### src/logic/timer_pkg.sv
// Constants shared by the one-shot / capture-compare timer
package timer_pkg;
  // Register indices (byte offsets in the timer's register space)
  localparam logic [11:0] ADDR_CTRL = 12'h0000;
  localparam logic [11:0] ADDR_CNT_HI = 12'h0001;
  localparam logic [11:0] ADDR_CNT_LO = 12'h0002;
  localparam logic [11:0] ADDR_RLD_HI = 12'h0003;
  localparam logic [11:0] ADDR_RLD_LO = 12'h0004;
  localparam logic [11:0] ADDR_CAP_HI = 12'h0005;
  localparam logic [11:0] ADDR_CAP_LO = 12'h0006;
  localparam logic [11:0] ADDR_IRQ_MASK = 12'h0007;
  localparam logic [11:0] ADDR_IRQ_REQ = 12'h0fc0;
  // Control register fields
  localparam int CTRL_EN_BIT = 7;
  localparam int CTRL_POL_BIT = 6;
  localparam int CTRL_PRE_LSB = 3;
  localparam int CTRL_PRE_W = 3;
  localparam int CTRL_MODE_BIT = 0;
  localparam int CTRL_OUTEN_BIT = 1;
  // Interrupt request register fields
  localparam int IRQ_T0_BIT = 5;
  localparam int IRQ_T1_BIT = 6;
  localparam logic [7:0] IRQ_WRITABLE = 8'h007f;
  // Reset values, count restart value and idle read value
  localparam logic [7:0] CTRL_RST = 8'h0000;
  localparam logic [15:0] CNT_RST = 16'h0001;
  localparam logic [15:0] RLD_RST = 16'hffff;
  localparam logic [15:0] CAP_RST = 16'h0000;
  localparam logic [7:0] IRQ_RST = 8'h0000;
  localparam logic [15:0] CNT_RESTART = 16'h0001;
  localparam logic [7:0] READ_NONE = 8'h0000;
  // Modes
  typedef enum logic [0:0] {
    MODE_ONESHOT = 1'b0,
    MODE_CAPCMP = 1'b1
  } mode_t;
  // Counter states
  typedef enum logic [1:0] {
    ST_IDLE = 2'b00,
    ST_WAIT_EDGE = 2'b01,
    ST_RUN = 2'b10
  } tstate_t;
endpackage

### src/logic/oneshot_capture_compare_timer.sv
// One-shot and capture/compare 16-bit timer with request register
//
// What this block does
// - One-shot: count up on system clock until count equals reload.
// - At reload: interrupt, count to 0001H, clear enable, stop.
// - With output enabled, output pin inverts one cycle per one-shot reload.
// - Capture mode: after enable, wait for first selected input edge.
// - That first edge neither interrupts nor captures.
// - Later qualifying edges copy count into capture registers.
// - Capture event: interrupt, count to 0001H, keep counting.
// - Compare match without capture: interrupt, count to 0001H, continue.
// - Count advances once per prescale period of system clock.
// - Timer requests set request bits 5 and 6; bit 7 reads zero.
module oneshot_capture_compare_timer
  import timer_pkg::*;
(
  input wire logic ref_clk,
  input wire logic rst,
  input wire logic [11:0] addr,
  input wire logic [7:0] wdata,
  input wire logic wr,
  input wire logic rd,
  output logic [7:0] rdata,
  input wire logic timer_in,
  input wire logic other_irq,
  output logic timer_out,
  output logic timer_out_oe,
  output logic irq
);
  logic [7:0] ctrl_reg;
  logic [15:0] cnt_reg;
  logic [15:0] rld_reg;
  logic [15:0] cap_reg;
  logic [7:0] irq_reg;
  logic [7:0] mask_reg;
  logic pulse_reg;
  tstate_t state_reg;
  logic en_prev_reg;
  logic tick;
  logic edge_hit;
  logic enabled;
  logic start;
  logic match;
  logic capture;
  logic reload_evt;
  logic timer_event;
  logic [7:0] set_bits;
  mode_t mode;

  assign enabled = ctrl_reg[CTRL_EN_BIT];
  assign mode = mode_t'(ctrl_reg[CTRL_MODE_BIT]);
  assign start = enabled && !en_prev_reg;

  ////////////////////////////////////////////////////////////////////////
  // Prescaler and input edge qualifier
  prescaler u_pre (
    .ref_clk(ref_clk),
    .rst(rst),
    .restart(start),
    .sel(ctrl_reg[CTRL_PRE_LSB +: CTRL_PRE_W]),
    .tick(tick)
  );

  edge_detect u_edge (
    .ref_clk(ref_clk),
    .rst(rst),
    .pin_in(timer_in),
    .falling(ctrl_reg[CTRL_POL_BIT]),
    .hit(edge_hit)
  );

  ////////////////////////////////////////////////////////////////////////
  // Event decode
  assign match = tick && (cnt_reg == rld_reg);
  assign capture = (state_reg == ST_RUN) && (mode == MODE_CAPCMP)
    && edge_hit;
  // Capture takes precedence over a compare match in the same cycle
  assign reload_evt = (state_reg == ST_RUN) && match && !capture;
  assign timer_event = capture || reload_evt;

  // Enable edge tracker
  always_ff @(posedge ref_clk) begin
    if (rst) begin
      en_prev_reg <= 1'b0;
    end else begin
      en_prev_reg <= enabled;
    end
  end

  ////////////////////////////////////////////////////////////////////////
  // Counter state machine
  always_ff @(posedge ref_clk) begin
    if (rst) begin
      state_reg <= ST_IDLE;
    end else begin
      case (state_reg)
        ST_IDLE: begin
          if (enabled) begin
            state_reg <= (mode == MODE_CAPCMP) ? ST_WAIT_EDGE : ST_RUN;
          end
        end
        ST_WAIT_EDGE: begin
          if (!enabled) begin
            state_reg <= ST_IDLE;
          end else if (edge_hit) begin
            state_reg <= ST_RUN;
          end
        end
        ST_RUN: begin
          if (!enabled || (reload_evt && mode == MODE_ONESHOT)) begin
            state_reg <= ST_IDLE;
          end
        end
        default: begin
          state_reg <= ST_IDLE;
        end
      endcase
    end
  end

  ////////////////////////////////////////////////////////////////////////
  // Count register: software write, restart at event, or advance on tick
  always_ff @(posedge ref_clk) begin
    if (rst) begin
      cnt_reg <= CNT_RST;
    end else if (timer_event) begin
      cnt_reg <= CNT_RESTART;
    end else if (wr && addr == ADDR_CNT_HI) begin
      cnt_reg[15:8] <= wdata;
    end else if (wr && addr == ADDR_CNT_LO) begin
      cnt_reg[7:0] <= wdata;
    end else if (state_reg == ST_RUN && tick) begin
      cnt_reg <= cnt_reg + 16'h0001;
    end
  end

  // Capture register holds the count at each later edge
  always_ff @(posedge ref_clk) begin
    if (rst) begin
      cap_reg <= CAP_RST;
    end else if (capture) begin
      cap_reg <= cnt_reg;
    end else if (wr && addr == ADDR_CAP_HI) begin
      cap_reg[15:8] <= wdata;
    end else if (wr && addr == ADDR_CAP_LO) begin
      cap_reg[7:0] <= wdata;
    end
  end

  // Reload / compare value
  always_ff @(posedge ref_clk) begin
    if (rst) begin
      rld_reg <= RLD_RST;
    end else if (wr && addr == ADDR_RLD_HI) begin
      rld_reg[15:8] <= wdata;
    end else if (wr && addr == ADDR_RLD_LO) begin
      rld_reg[7:0] <= wdata;
    end
  end

  // Control: one-shot timeout clears enable unless software writes too
  always_ff @(posedge ref_clk) begin
    if (rst) begin
      ctrl_reg <= CTRL_RST;
    end else if (wr && addr == ADDR_CTRL) begin
      ctrl_reg <= wdata;
    end else if (reload_evt && mode == MODE_ONESHOT) begin
      ctrl_reg[CTRL_EN_BIT] <= 1'b0;
    end
  end

  ////////////////////////////////////////////////////////////////////////
  // Output pin: polarity level, flipped for one cycle after a one-shot reload.
  // Polarity doubles as start level, so software can invert it later.
  always_ff @(posedge ref_clk) begin
    if (rst) begin
      pulse_reg <= 1'b0;
    end else begin
      pulse_reg <= reload_evt && mode == MODE_ONESHOT;
    end
  end

  assign timer_out = ctrl_reg[CTRL_POL_BIT] ^ pulse_reg;
  assign timer_out_oe = ctrl_reg[CTRL_OUTEN_BIT];

  ////////////////////////////////////////////////////////////////////////
  // Request register: this block is timer 0; bit 6 from the sibling.
  // Set wins over a write-one-to-clear in the same cycle.
  always_comb begin
    set_bits = '0;
    set_bits[IRQ_T0_BIT] = timer_event;
    set_bits[IRQ_T1_BIT] = other_irq;
  end

  always_ff @(posedge ref_clk) begin
    if (rst) begin
      irq_reg <= IRQ_RST;
    end else if (wr && addr == ADDR_IRQ_REQ) begin
      irq_reg <= ((irq_reg & ~wdata) | set_bits) & IRQ_WRITABLE;
    end else begin
      irq_reg <= (irq_reg | set_bits) & IRQ_WRITABLE;
    end
  end

  // Mask register, same layout
  always_ff @(posedge ref_clk) begin
    if (rst) begin
      mask_reg <= IRQ_RST;
    end else if (wr && addr == ADDR_IRQ_MASK) begin
      mask_reg <= wdata & IRQ_WRITABLE;
    end
  end

  assign irq = |(irq_reg & mask_reg);

  ////////////////////////////////////////////////////////////////////////
  // Read port: data in the cycle after the strobe; unmapped reads zero
  always_ff @(posedge ref_clk) begin
    if (rst) begin
      rdata <= READ_NONE;
    end else if (rd) begin
      case (addr)
        ADDR_CTRL: rdata <= ctrl_reg;
        ADDR_CNT_HI: rdata <= cnt_reg[15:8];
        ADDR_CNT_LO: rdata <= cnt_reg[7:0];
        ADDR_RLD_HI: rdata <= rld_reg[15:8];
        ADDR_RLD_LO: rdata <= rld_reg[7:0];
        ADDR_CAP_HI: rdata <= cap_reg[15:8];
        ADDR_CAP_LO: rdata <= cap_reg[7:0];
        ADDR_IRQ_MASK: rdata <= mask_reg;
        ADDR_IRQ_REQ: rdata <= irq_reg;
        default: rdata <= READ_NONE;
      endcase
    end else begin
      rdata <= READ_NONE;
    end
  end

  ////////////////////////////////////////////////////////////////////////
  // Checks
  // One-shot end: enable cleared, count reloaded, machine parked
  a_oneshot_stop: assert property (
    @(posedge ref_clk) disable iff (rst)
    reload_evt && mode == MODE_ONESHOT && !wr
    |=> !ctrl_reg[CTRL_EN_BIT] && cnt_reg == 16'h0001
    ##1 state_reg == ST_IDLE)
    else $error("one-shot did not stop with count 0001");

  // A stopped timer holds its count while software leaves it alone
  a_idle_hold: assert property (
    @(posedge ref_clk) disable iff (rst)
    state_reg == ST_IDLE && !wr |=> $stable(cnt_reg))
    else $error("count moved while stopped");

  // Output pin flips for exactly one cycle at a one-shot reload
  a_out_pulse: assert property (
    @(posedge ref_clk) disable iff (rst)
    reload_evt && mode == MODE_ONESHOT && !wr
    |=> timer_out != $past(timer_out) ##1 timer_out == $past(timer_out, 2))
    else $error("output pulse not exactly one cycle");

  // Outside a pulse the pin moves only with a control write
  a_out_steady: assert property (
    @(posedge ref_clk) disable iff (rst)
    !pulse_reg && !(reload_evt && mode == MODE_ONESHOT) && !wr
    |=> $stable(timer_out))
    else $error("output pin moved without a reload");

  // Capture mode sits still until the first selected edge, then runs
  a_wait_hold: assert property (
    @(posedge ref_clk) disable iff (rst)
    state_reg == ST_WAIT_EDGE && !wr |=> $stable(cnt_reg))
    else $error("count moved before first edge");
  a_wait_start: assert property (
    @(posedge ref_clk) disable iff (rst)
    state_reg == ST_WAIT_EDGE && enabled && edge_hit |=> state_reg == ST_RUN)
    else $error("first edge did not start the count");

  // The starting edge is silent: no capture, no request
  a_first_edge: assert property (
    @(posedge ref_clk) disable iff (rst)
    state_reg == ST_WAIT_EDGE && edge_hit && !wr
    |=> $stable(cap_reg)
    && irq_reg[IRQ_T0_BIT] == $past(irq_reg[IRQ_T0_BIT]))
    else $error("first edge captured or interrupted");

  // Later edges copy the count, request service and keep running
  a_capture_val: assert property (
    @(posedge ref_clk) disable iff (rst)
    capture |=> cap_reg == $past(cnt_reg) && cnt_reg == 16'h0001)
    else $error("capture value or restart wrong");
  a_cap_hold: assert property (
    @(posedge ref_clk) disable iff (rst)
    !capture && !wr |=> $stable(cap_reg))
    else $error("capture register moved without an edge");
  a_capture_runs: assert property (
    @(posedge ref_clk) disable iff (rst)
    capture && enabled && !wr
    |=> state_reg == ST_RUN && irq_reg[IRQ_T0_BIT])
    else $error("capture stopped counter or lost request");

  // Compare match in capture mode wraps and keeps counting
  a_compare_wrap: assert property (
    @(posedge ref_clk) disable iff (rst)
    reload_evt && mode == MODE_CAPCMP && enabled && !wr
    |=> cnt_reg == 16'h0001 && state_reg == ST_RUN)
    else $error("compare did not wrap to 0001");

  // Count steps once per tick; ticks are spaced by the divider
  a_count_step: assert property (
    @(posedge ref_clk) disable iff (rst)
    state_reg == ST_RUN && tick && !timer_event && !wr
    |=> cnt_reg == $past(cnt_reg) + 16'h0001)
    else $error("count did not step on tick");
  a_prescale_gap: assert property (
    @(posedge ref_clk) disable iff (rst)
    tick && ctrl_reg[CTRL_PRE_LSB +: CTRL_PRE_W] != '0 && !wr
    |=> !tick)
    else $error("divided prescaler ticked twice in a row");

  // Request bits: set by events, sticky until cleared, bit 7 zero
  a_irq_set: assert property (
    @(posedge ref_clk) disable iff (rst)
    timer_event |=> irq_reg[IRQ_T0_BIT])
    else $error("timer event did not set its request");
  a_sibling_set: assert property (
    @(posedge ref_clk) disable iff (rst)
    other_irq |=> irq_reg[IRQ_T1_BIT])
    else $error("sibling request not stored");
  a_irq_sticky: assert property (
    @(posedge ref_clk) disable iff (rst)
    irq_reg[IRQ_T0_BIT]
    && !(wr && addr == ADDR_IRQ_REQ && wdata[IRQ_T0_BIT])
    |=> irq_reg[IRQ_T0_BIT])
    else $error("timer request dropped without a clear");
  a_irq_bit7: assert property (
    @(posedge ref_clk) disable iff (rst)
    !irq_reg[7])
    else $error("reserved request bit set");

  // Read data stand for one cycle only, so a stale byte is never seen
  a_read_idle: assert property (
    @(posedge ref_clk) disable iff (rst)
    !rd |=> rdata == READ_NONE)
    else $error("read data present without a read strobe");
endmodule

### src/logic/prescaler.sv
// Prescaler: one count-enable pulse every 2**sel system clocks
module prescaler
  import timer_pkg::*;
(
  input wire logic ref_clk,
  input wire logic rst,
  input wire logic restart,
  input wire logic [CTRL_PRE_W-1:0] sel,
  output logic tick
);
  logic [6:0] div_reg;
  logic [6:0] limit;

  // Divide value 1,2,4..128 per 3-bit select
  assign limit = 7'((8'h0001 << sel) - 8'h0001);

  ////////////////////////////////////////////////////////////////////////
  // Divider restarts on enable so the first period is always whole
  always_ff @(posedge ref_clk) begin
    if (rst || restart) begin
      div_reg <= '0;
    end else if (div_reg >= limit) begin
      div_reg <= '0;
    end else begin
      div_reg <= div_reg + 7'h01;
    end
  end

  assign tick = !rst && !restart && (div_reg >= limit);

  // A select change may legally break the run of ticks, so both cycles
  // must still be at divide by one before a tick is demanded
  a_tick_period: assert property (
    @(posedge ref_clk) disable iff (rst)
    tick && sel == '0 ##1 sel == '0 && !restart |-> tick)
    else $error("prescaler by one did not tick every cycle");
endmodule

### src/logic/edge_detect.sv
// Edge qualifier for the timer input pin
module edge_detect (
  input wire logic ref_clk,
  input wire logic rst,
  input wire logic pin_in,
  input wire logic falling,
  output logic hit
);
  logic last_reg;

  ////////////////////////////////////////////////////////////////////////
  // Input is synchronous; keep last level for edge compare.
  // Reset loads the pin level, so a pin idling high gives no false edge.
  always_ff @(posedge ref_clk) begin
    if (rst) begin
      last_reg <= pin_in;
    end else begin
      last_reg <= pin_in;
    end
  end

  // Polarity picks rising or falling edge
  assign hit = falling ? (last_reg && !pin_in) : (!last_reg && pin_in);
endmodule

### config.mk
export PLATFORM = sky130hd
export DESIGN_NAME = oneshot_capture_compare_timer
export DESIGN_NICKNAME = d
export VERILOG_FILES = /design/src/logic/timer_pkg.sv /design/src/logic/oneshot_capture_compare_timer.sv /design/src/logic/prescaler.sv /design/src/logic/edge_detect.sv
export SDC_FILE = /design/constraint.sdc
export NUM_CORES = 1
export LEC_CHECK = 0
export BUFFER_PORTS_ARGS = -buffer_cell sky130_fd_sc_hd__clkbuf_2
export CAP_MARGIN = 20
export CORE_UTILIZATION = 51
export CTS_CLUSTER_SIZE = 10
export DETAILED_ROUTE_END_ITERATION = 8
export HOLD_SLACK_MARGIN = 0.02
export PLACE_DENSITY = 0.74
export SYNTH_ARGS = -nofsm -noshare
export SYNTH_HDL_FRONTEND = slang
export SYNTH_HIERARCHICAL = 1
export SYNTH_SLANG_ARGS = --single-unit
### constraint.sdc
create_clock -name ref_clk -period 3.2 [get_ports ref_clk]
set_input_delay 0.48 -clock ref_clk [delete_from_list [all_inputs] [get_ports ref_clk]]
set_output_delay 0.48 -clock ref_clk [all_outputs]
set_load 0.1 [all_outputs]
# Yosys cells after proc, flatten, opt, wreduce, memory -nomap -nowiden
# Index checks and enable logic that the tools add are counted.
word_totals:
  ff_bits: 90
  latch_bits: 0
  mem_bits_rw: 0
  rom_bits: 0
  in_bits: 26
  output_inout_bits: 11
  elab_cells: 113
  memories: 0
op_classes:
  add_sub_neg: 3
  mul: 0
  div_mod_pow: 0
  magnitude_cmp: 1
  n_eq_ne: 16
  n_shift: 1
  muxes: 19
  n_bitwise: 10
  n_reduce_logical: 47
ops:
  columns: ["cell", "n"]
  rows:
  - ["$pmux 8 s9", 1]
  - ["$eq 12x3->1 const B", 4]
  - ["$mux 8", 6]
  - ["$mux 16", 2]
  - ["$eq 12x2->1 const B", 2]
  - ["$logic_and 1x1->1", 21]
  - ["$add 16x1->16 const B", 1]
  - ["$eq 16x16->1", 1]
  - ["$and 7x7->7", 2]
  - ["$or 7x7->7", 2]
  - ["$eq 12x1->1 const B", 1]
  - ["$eq 12x12->1 const B", 1]
  - ["$logic_not 12->1", 1]
  - ["$mux 2", 5]
  - ["$reduce_bool 2->1", 5]
  - ["$ne 2x2->1 const B", 4]
  - ["$reduce_and 2->1", 4]
  - ["$reduce_or 8->1", 1]
  - ["$add 7x1->7 const B", 1]
  - ["$ge 7x7->1", 1]
  - ["$logic_not 1->1", 7]
  - ["$mux 7", 1]
  - ["$not 7->7", 1]
  - ["$shl 1x3->7 const A", 1]
  - ["12 further kinds", 21]

# Longest topological paths before layout
depth:
  depth_word: 12
  depth_mapped: 12
  ltp_nobuf: 11

# Modules after synthesis
# Netlist, hierarchy kept.
modules_own_cells:
  columns: ["mod", "instances", "cells_per_inst", "area_each_um2"]
  rows:
  - ["oneshot_capture_compare_timer", 1, 493, 4389.2]
  - ["prescaler", 1, 52, 459.2]
  - ["edge_detect", 1, 4, 42.5]

# Worst setup path after synthesis
# No wires, ideal clock.
synth_timing:
  kind: "reg2reg"
  start: "register ctrl_reg[4]"
  end: "register cnt_reg[10]"
  setup_ns: 0.140
  t_arrival_ns: 3.088
  required_ns: 3.060
  slack_ns: -0.028
  stages_incl_launch_ff: 13
  path_buffers: 1
  period_less_slack_ns: 3.228
  path_cell_list: "dfxtp_1 > or3_1 > ha_1 > nand2b_1 > a211oi_1 > o31ai_2 > nor2b_1 > and3b_1 > nand2_1 > nor4_1 > a211o_1 > clkbuf_1 > a211oi_1"
synth_between:
  elab_chain_cells: 9
  word_cells_on_any_way: 12
  classes_between: "add/sub: 1; order compare: 1; shift: 1; reduce/logical: 9"
synth_rtl:
  columns: ["item", "line", "rtl"]
  rows:
  - ["from (decl)", "oneshot_capture_compare_timer.sv:30", "logic [7:0] ctrl_reg;"]
  - ["from (signal assigned)", "oneshot_capture_compare_timer.sv:166", "ctrl_reg <= wdata;"]
  - ["$shl 1x3->7 (*)", "prescaler.sv:15", "assign limit = 7'((8'h0001 << sel) - 8'h0001);"]
  - ["$sub 7x1->7 (*)", "prescaler.sv:15", null]
  - ["$ge 7x7->1 (*)", "prescaler.sv:29", "assign tick = !rst && !restart && (div_reg >= limit);"]
  - ["$logic_and 1x1->1 (*)", "prescaler.sv:29", null]
  - ["via tick", "oneshot_capture_compare_timer.sv:39", "logic tick;"]
  - ["$logic_and 1x1->1", "oneshot_capture_compare_timer.sv:74", "assign match = tick && (cnt_reg == rld_reg);"]
  - ["$logic_and 1x1->1 (2 in a row)", "oneshot_capture_compare_timer.sv:78", "assign reload_evt = (state_reg == ST_RUN) && match && !capture;"]
  - ["$logic_or 1x1->1", "oneshot_capture_compare_timer.sv:79", "assign timer_event = capture || reload_evt;"]
  - ["$reduce_or 2->1 (no line)", null, null]
  - ["to (signal assigned)", "oneshot_capture_compare_timer.sv:129", "cnt_reg[15:8] <= wdata;"]
  - ["to (signal assigned)", "oneshot_capture_compare_timer.sv:133", "cnt_reg <= cnt_reg + 16'h0001;"]
  - ["to (decl)", "oneshot_capture_compare_timer.sv:31", "logic [15:0] cnt_reg;"]
# Mark *: on every way through the listed nets, which the timed path passes. The rest lies on a longest branch.
# A chain may end at the register's enable or synchronous reset.

# Worst setup path after layout
layout_timing:
  start: "register ctrl_reg[4]"
  end: "register cnt_reg[8]"
# Same word-level chain as after synthesis.

==> results by group <==
Run status
  • Run status: complete, no violations

Clock tree
  • Clock net sink count: 90
  • Number of buffers added for setup after CTS: 0
  • Num CTS Buffers: 9
  • Clock transition at the register clock pins on the worst setup and hold paths after CTS: 0.10 ns
  • CTS tree: done
  • Clock Root Buffer: sky130_fd_sc_hd__clkbuf_8
  • Number of H-tree levels: 3
  • Maximum buffer depth of the clock tree: 2
  • Worst-Skew Late Latency: between 0.3 and 0.4 ns

Worst setup path
  • Endpoint required time on the critical path: ~3.4 ns
  • Highest-delay cell along the critical path: sky130_fd_sc_hd__nor4_2
  • CP most frequent cell: sky130_fd_sc_hd__a211oi_1
  • Biggest fanout along the worst timing path: 9
  • Worst EP arrival: 3.17 ns
  • Beginning of the worst register-to-register path: ctrl_reg[4]
  • Crit path capture type: flip-flop
  • Largest stage delay, worst path: 0.40 ns
  • Worst Setup Start Kind: flip-flop
  • Start point of the critical path: ctrl_reg[4]
  • Type of the worst setup path: reg2reg
  • Chain of cells forming the critical path: or3_1, ha_1, nand2b_1, a211oi_1, o31ai_2, nor2b_2, and3b_1, nand2_1, nor4_2, a211o_1, buf_4, a211oi_1

Finish
  • Fraction of layout cells with a size suffix above 1: roughly a fifth
  • Most frequent standard cell in the layout excluding fill and tap cells: sky130_fd_sc_hd__dfxtp_1
  • Total inserted antenna cells: 0
  • Area added between synthesis and finish: 10.4%
  • Fin nets: 605
  • Commonest cells after routing, fill and taps aside: sky130_fd_sc_hd__dfxtp_1, sky130_fd_sc_hd__nand2_1, sky130_fd_sc_hd__nor2_1

Timing
  • Least-Margin Pin Slew: roughly 0.66 ns
  • Relative slew margins: 56.0%
  • RSZ-0062 raised after global routing: false
  • Pins over their slew limit: 0
  • Tcrit/Tclk final: 91.6%
  • Final setup TNS: 0 ns
  • Largest clock skew in the final design: 0.0134 ns
  • Maximum clock rate: 341 MHz
  • Time the worst path needs with I/O delays and setup: 2.93 ns
  • Final worst setup slack: 0.270 ns
  • Final setup violation count: 0
  • Endpoints failing hold: 0

Floorplan
  • Chip Height: 99.9 um
  • Row Count: 35
  • Total I/O pin count: 37
  • Initial cell density of the core: 52.7%
  • Die Wd: 99.9 um
  • Core area: between 0.009 and 0.01 mm^2
  • Floorplan die area: 0.00999 mm^2

Detailed routing
  • Starting DRT DRC Count: 480
  • Remaining number of nets flagged by the antenna check after routing: 0
  • Total detailed-routing wirelength: roughly 14 mm
  • Average vias per placed instance: 6.16
  • Post-route DRC violation count: 0
  • Number of vias in the routed layout: 4336
  • Mean routed wirelength per cell: 19.2 um
  • Pre-Repair DR Iteration Count: 5

Synthesis
  • Simple-gate area share of the yosys netlist: about a quarter
  • Area share of the leading cell type in the synthesized netlist: a little under two fifths
  • Main area contributors after synthesis: sky130_fd_sc_hd__dfxtp_1, sky130_fd_sc_hd__mux2i_1, sky130_fd_sc_hd__mux4_2, sky130_fd_sc_hd__nand2_1, sky130_fd_sc_hd__nor2_1
  • Largest family of logic cells by synthesized area: simple AND/OR/NAND/NOR gates
  • Async set or reset register ratio after synthesis: 0%
  • Number of synthesized flops with an enable pin: 0
  • Post-Synth XOR/XNOR Area: 5.37%
  • Synthesized-area fraction occupied by ao, oa, aoi and oai cells: 16.3%
  • Ys flop type: sky130_fd_sc_hd__dfxtp_1
  • Mapped Avg Cell Area: 8.91 um^2
  • Post-synthesis sequential area ratio: 36.8%
  • Number of synthesized register bits: 90
  • Area leader, netlist: sky130_fd_sc_hd__dfxtp_1
  • Mapped cell area: 0.00489 mm^2
  • Mux contribution to synthesized area: ~11%
  • Number of warning messages in the yosys log: 6
  • Netlist cell types: 56
  • Synth Area in Adders: 2.30%
  • Syn_nets: 584
  • Cell count after synthesis: 549

Global routing
  • Pin count of the biggest net entering global routing: 60
  • Vias in the first global route: ~4100
  • Global-route track usage on met3: under 10%
  • GR Overflow Total: 0
  • Busiest grt layer: met2
  • Met2 Use GR: 43.8%
  • Total Routing Usage GR: 27.8%
  • Initial antenna violation count: 0
  • Met1 demand-to-capacity share in global routing: 36.6%
  • Global-route wire length before repair: 21.4 mm

Pwr
  • Static leakage: 2.17 nW
  • Worst IR drop on VDD: 0.193 mV
  • P per Cell Area: 388 mW/mm^2

Place
  • Port Buf Inserts: 36
  • Worst setup timing slack at the placement stage: 0.275 ns
  • Final Wtd Congestion: 0.902
  • Detailed placement HPWL: 9.56 mm

Worst hold path
  • Worst min-delay path category: in2reg
  • Min-Delay Startpoint: timer_in

Job
  • Count of max-cap constraint violations: 0
cell type report:
cell class / count / area [um^2]
Inverter: 7 / 26.3
Fill cell: 837 / 3880
Sequential cell: 90 / 1800
Timing Repair Buffer: 54 / 315
Clock buffer: 9 / 124
Multi-Input combinational cell: 408 / 2880
Clock inverter: 7 / 95.1
Tap cell: 129 / 161
kinds of logic after synthesis:
kind of cell               after synthesis
and+or+nand+nor                        216
AOI/OAI and AO/OA                      112
DFF                                     90
buffers and inverters                   51
muxes                                   41
xor gates and xnor gates                30
adders and majority gates                9
path summary, 6_finish.rpt:
kind	end	slack, ns	cells after the start
worst max-delay path	cnt_reg[8]	0.27	12
worst min-delay path	u_edge/last_reg	0.24	1
worst max register to register	cnt_reg[8]	0.27	12
worst min register to register	irq_reg[3]	0.48	2
Yosys cell counts, types with 11 or more instances:
| master | n |
|---|---|
| sky130_fd_sc_hd__a211o_1 | 11 |
| sky130_fd_sc_hd__a211oi_1 | 25 |
| sky130_fd_sc_hd__a21oi_1 | 28 |
| sky130_fd_sc_hd__and3_1 | 11 |
| sky130_fd_sc_hd__clkbuf_1 | 32 |
| sky130_fd_sc_hd__dfxtp_1 | 90 |
| sky130_fd_sc_hd__mux2i_1 | 25 |
| sky130_fd_sc_hd__nand2_1 | 53 |
| sky130_fd_sc_hd__nand3_1 | 20 |
| sky130_fd_sc_hd__nor2_1 | 51 |
| sky130_fd_sc_hd__nor2b_1 | 12 |
| sky130_fd_sc_hd__nor3_1 | 13 |
| sky130_fd_sc_hd__xnor2_1 | 14 |
| sky130_fd_sc_hd__xor2_1 | 16 |
per-stage QoR:
step / cell area, um^2 / power [mW] / std cells / hold WS [ns] / util (%)
after global routing: 5400 / 2.15 / 704 / 0.234 / 58.2
after detailed placement: 5180 / 1.26 / 688 / 0.458 / 55.8
final: 5400 / 2.10 / 704 / 0.243 / 58.2
after global placement: 5180 / 1.26 / 688 / 0.442 / 55.8
after CTS: 5400 / 2.10 / 704 / 0.226 / 58.1
after floorplan: 4900 / 1.22 / 549 / 0.429 / -
what timing repair did:
| action | in CTS | in global routing |
|---|---|---|
| hold buffers | 0 | 0 |
| resized for setup | 0 | 1 |
| endpoints found under the setup margin | 0 | 1 |
critical path, delay by kind of cell, from the launching register on:
family | cells | cell delay [ns]
simple gates | 6 | 1.40
compound gates | 4 | 0.57
buf+inv | 1 | 0.19
flops | 1 | 0.38
fa+ha+maj | 1 | 0.27
report_power, final:
part           switching [mW]  internal (mW)
registers             0.00118           1.12
logic                  0.0783         0.0423
clock network           0.469          0.384
per-layer routing:
layer | up-vias | part of all wire [%]
li1 | 2039 | -
met1 | 2029 | 43
met2 | 236 | 45
met3 | 32 | 8.3
met4 | 0 | 3.1
met5 | - | 0
No activity file was read; power rests on OpenSTA's default activity.
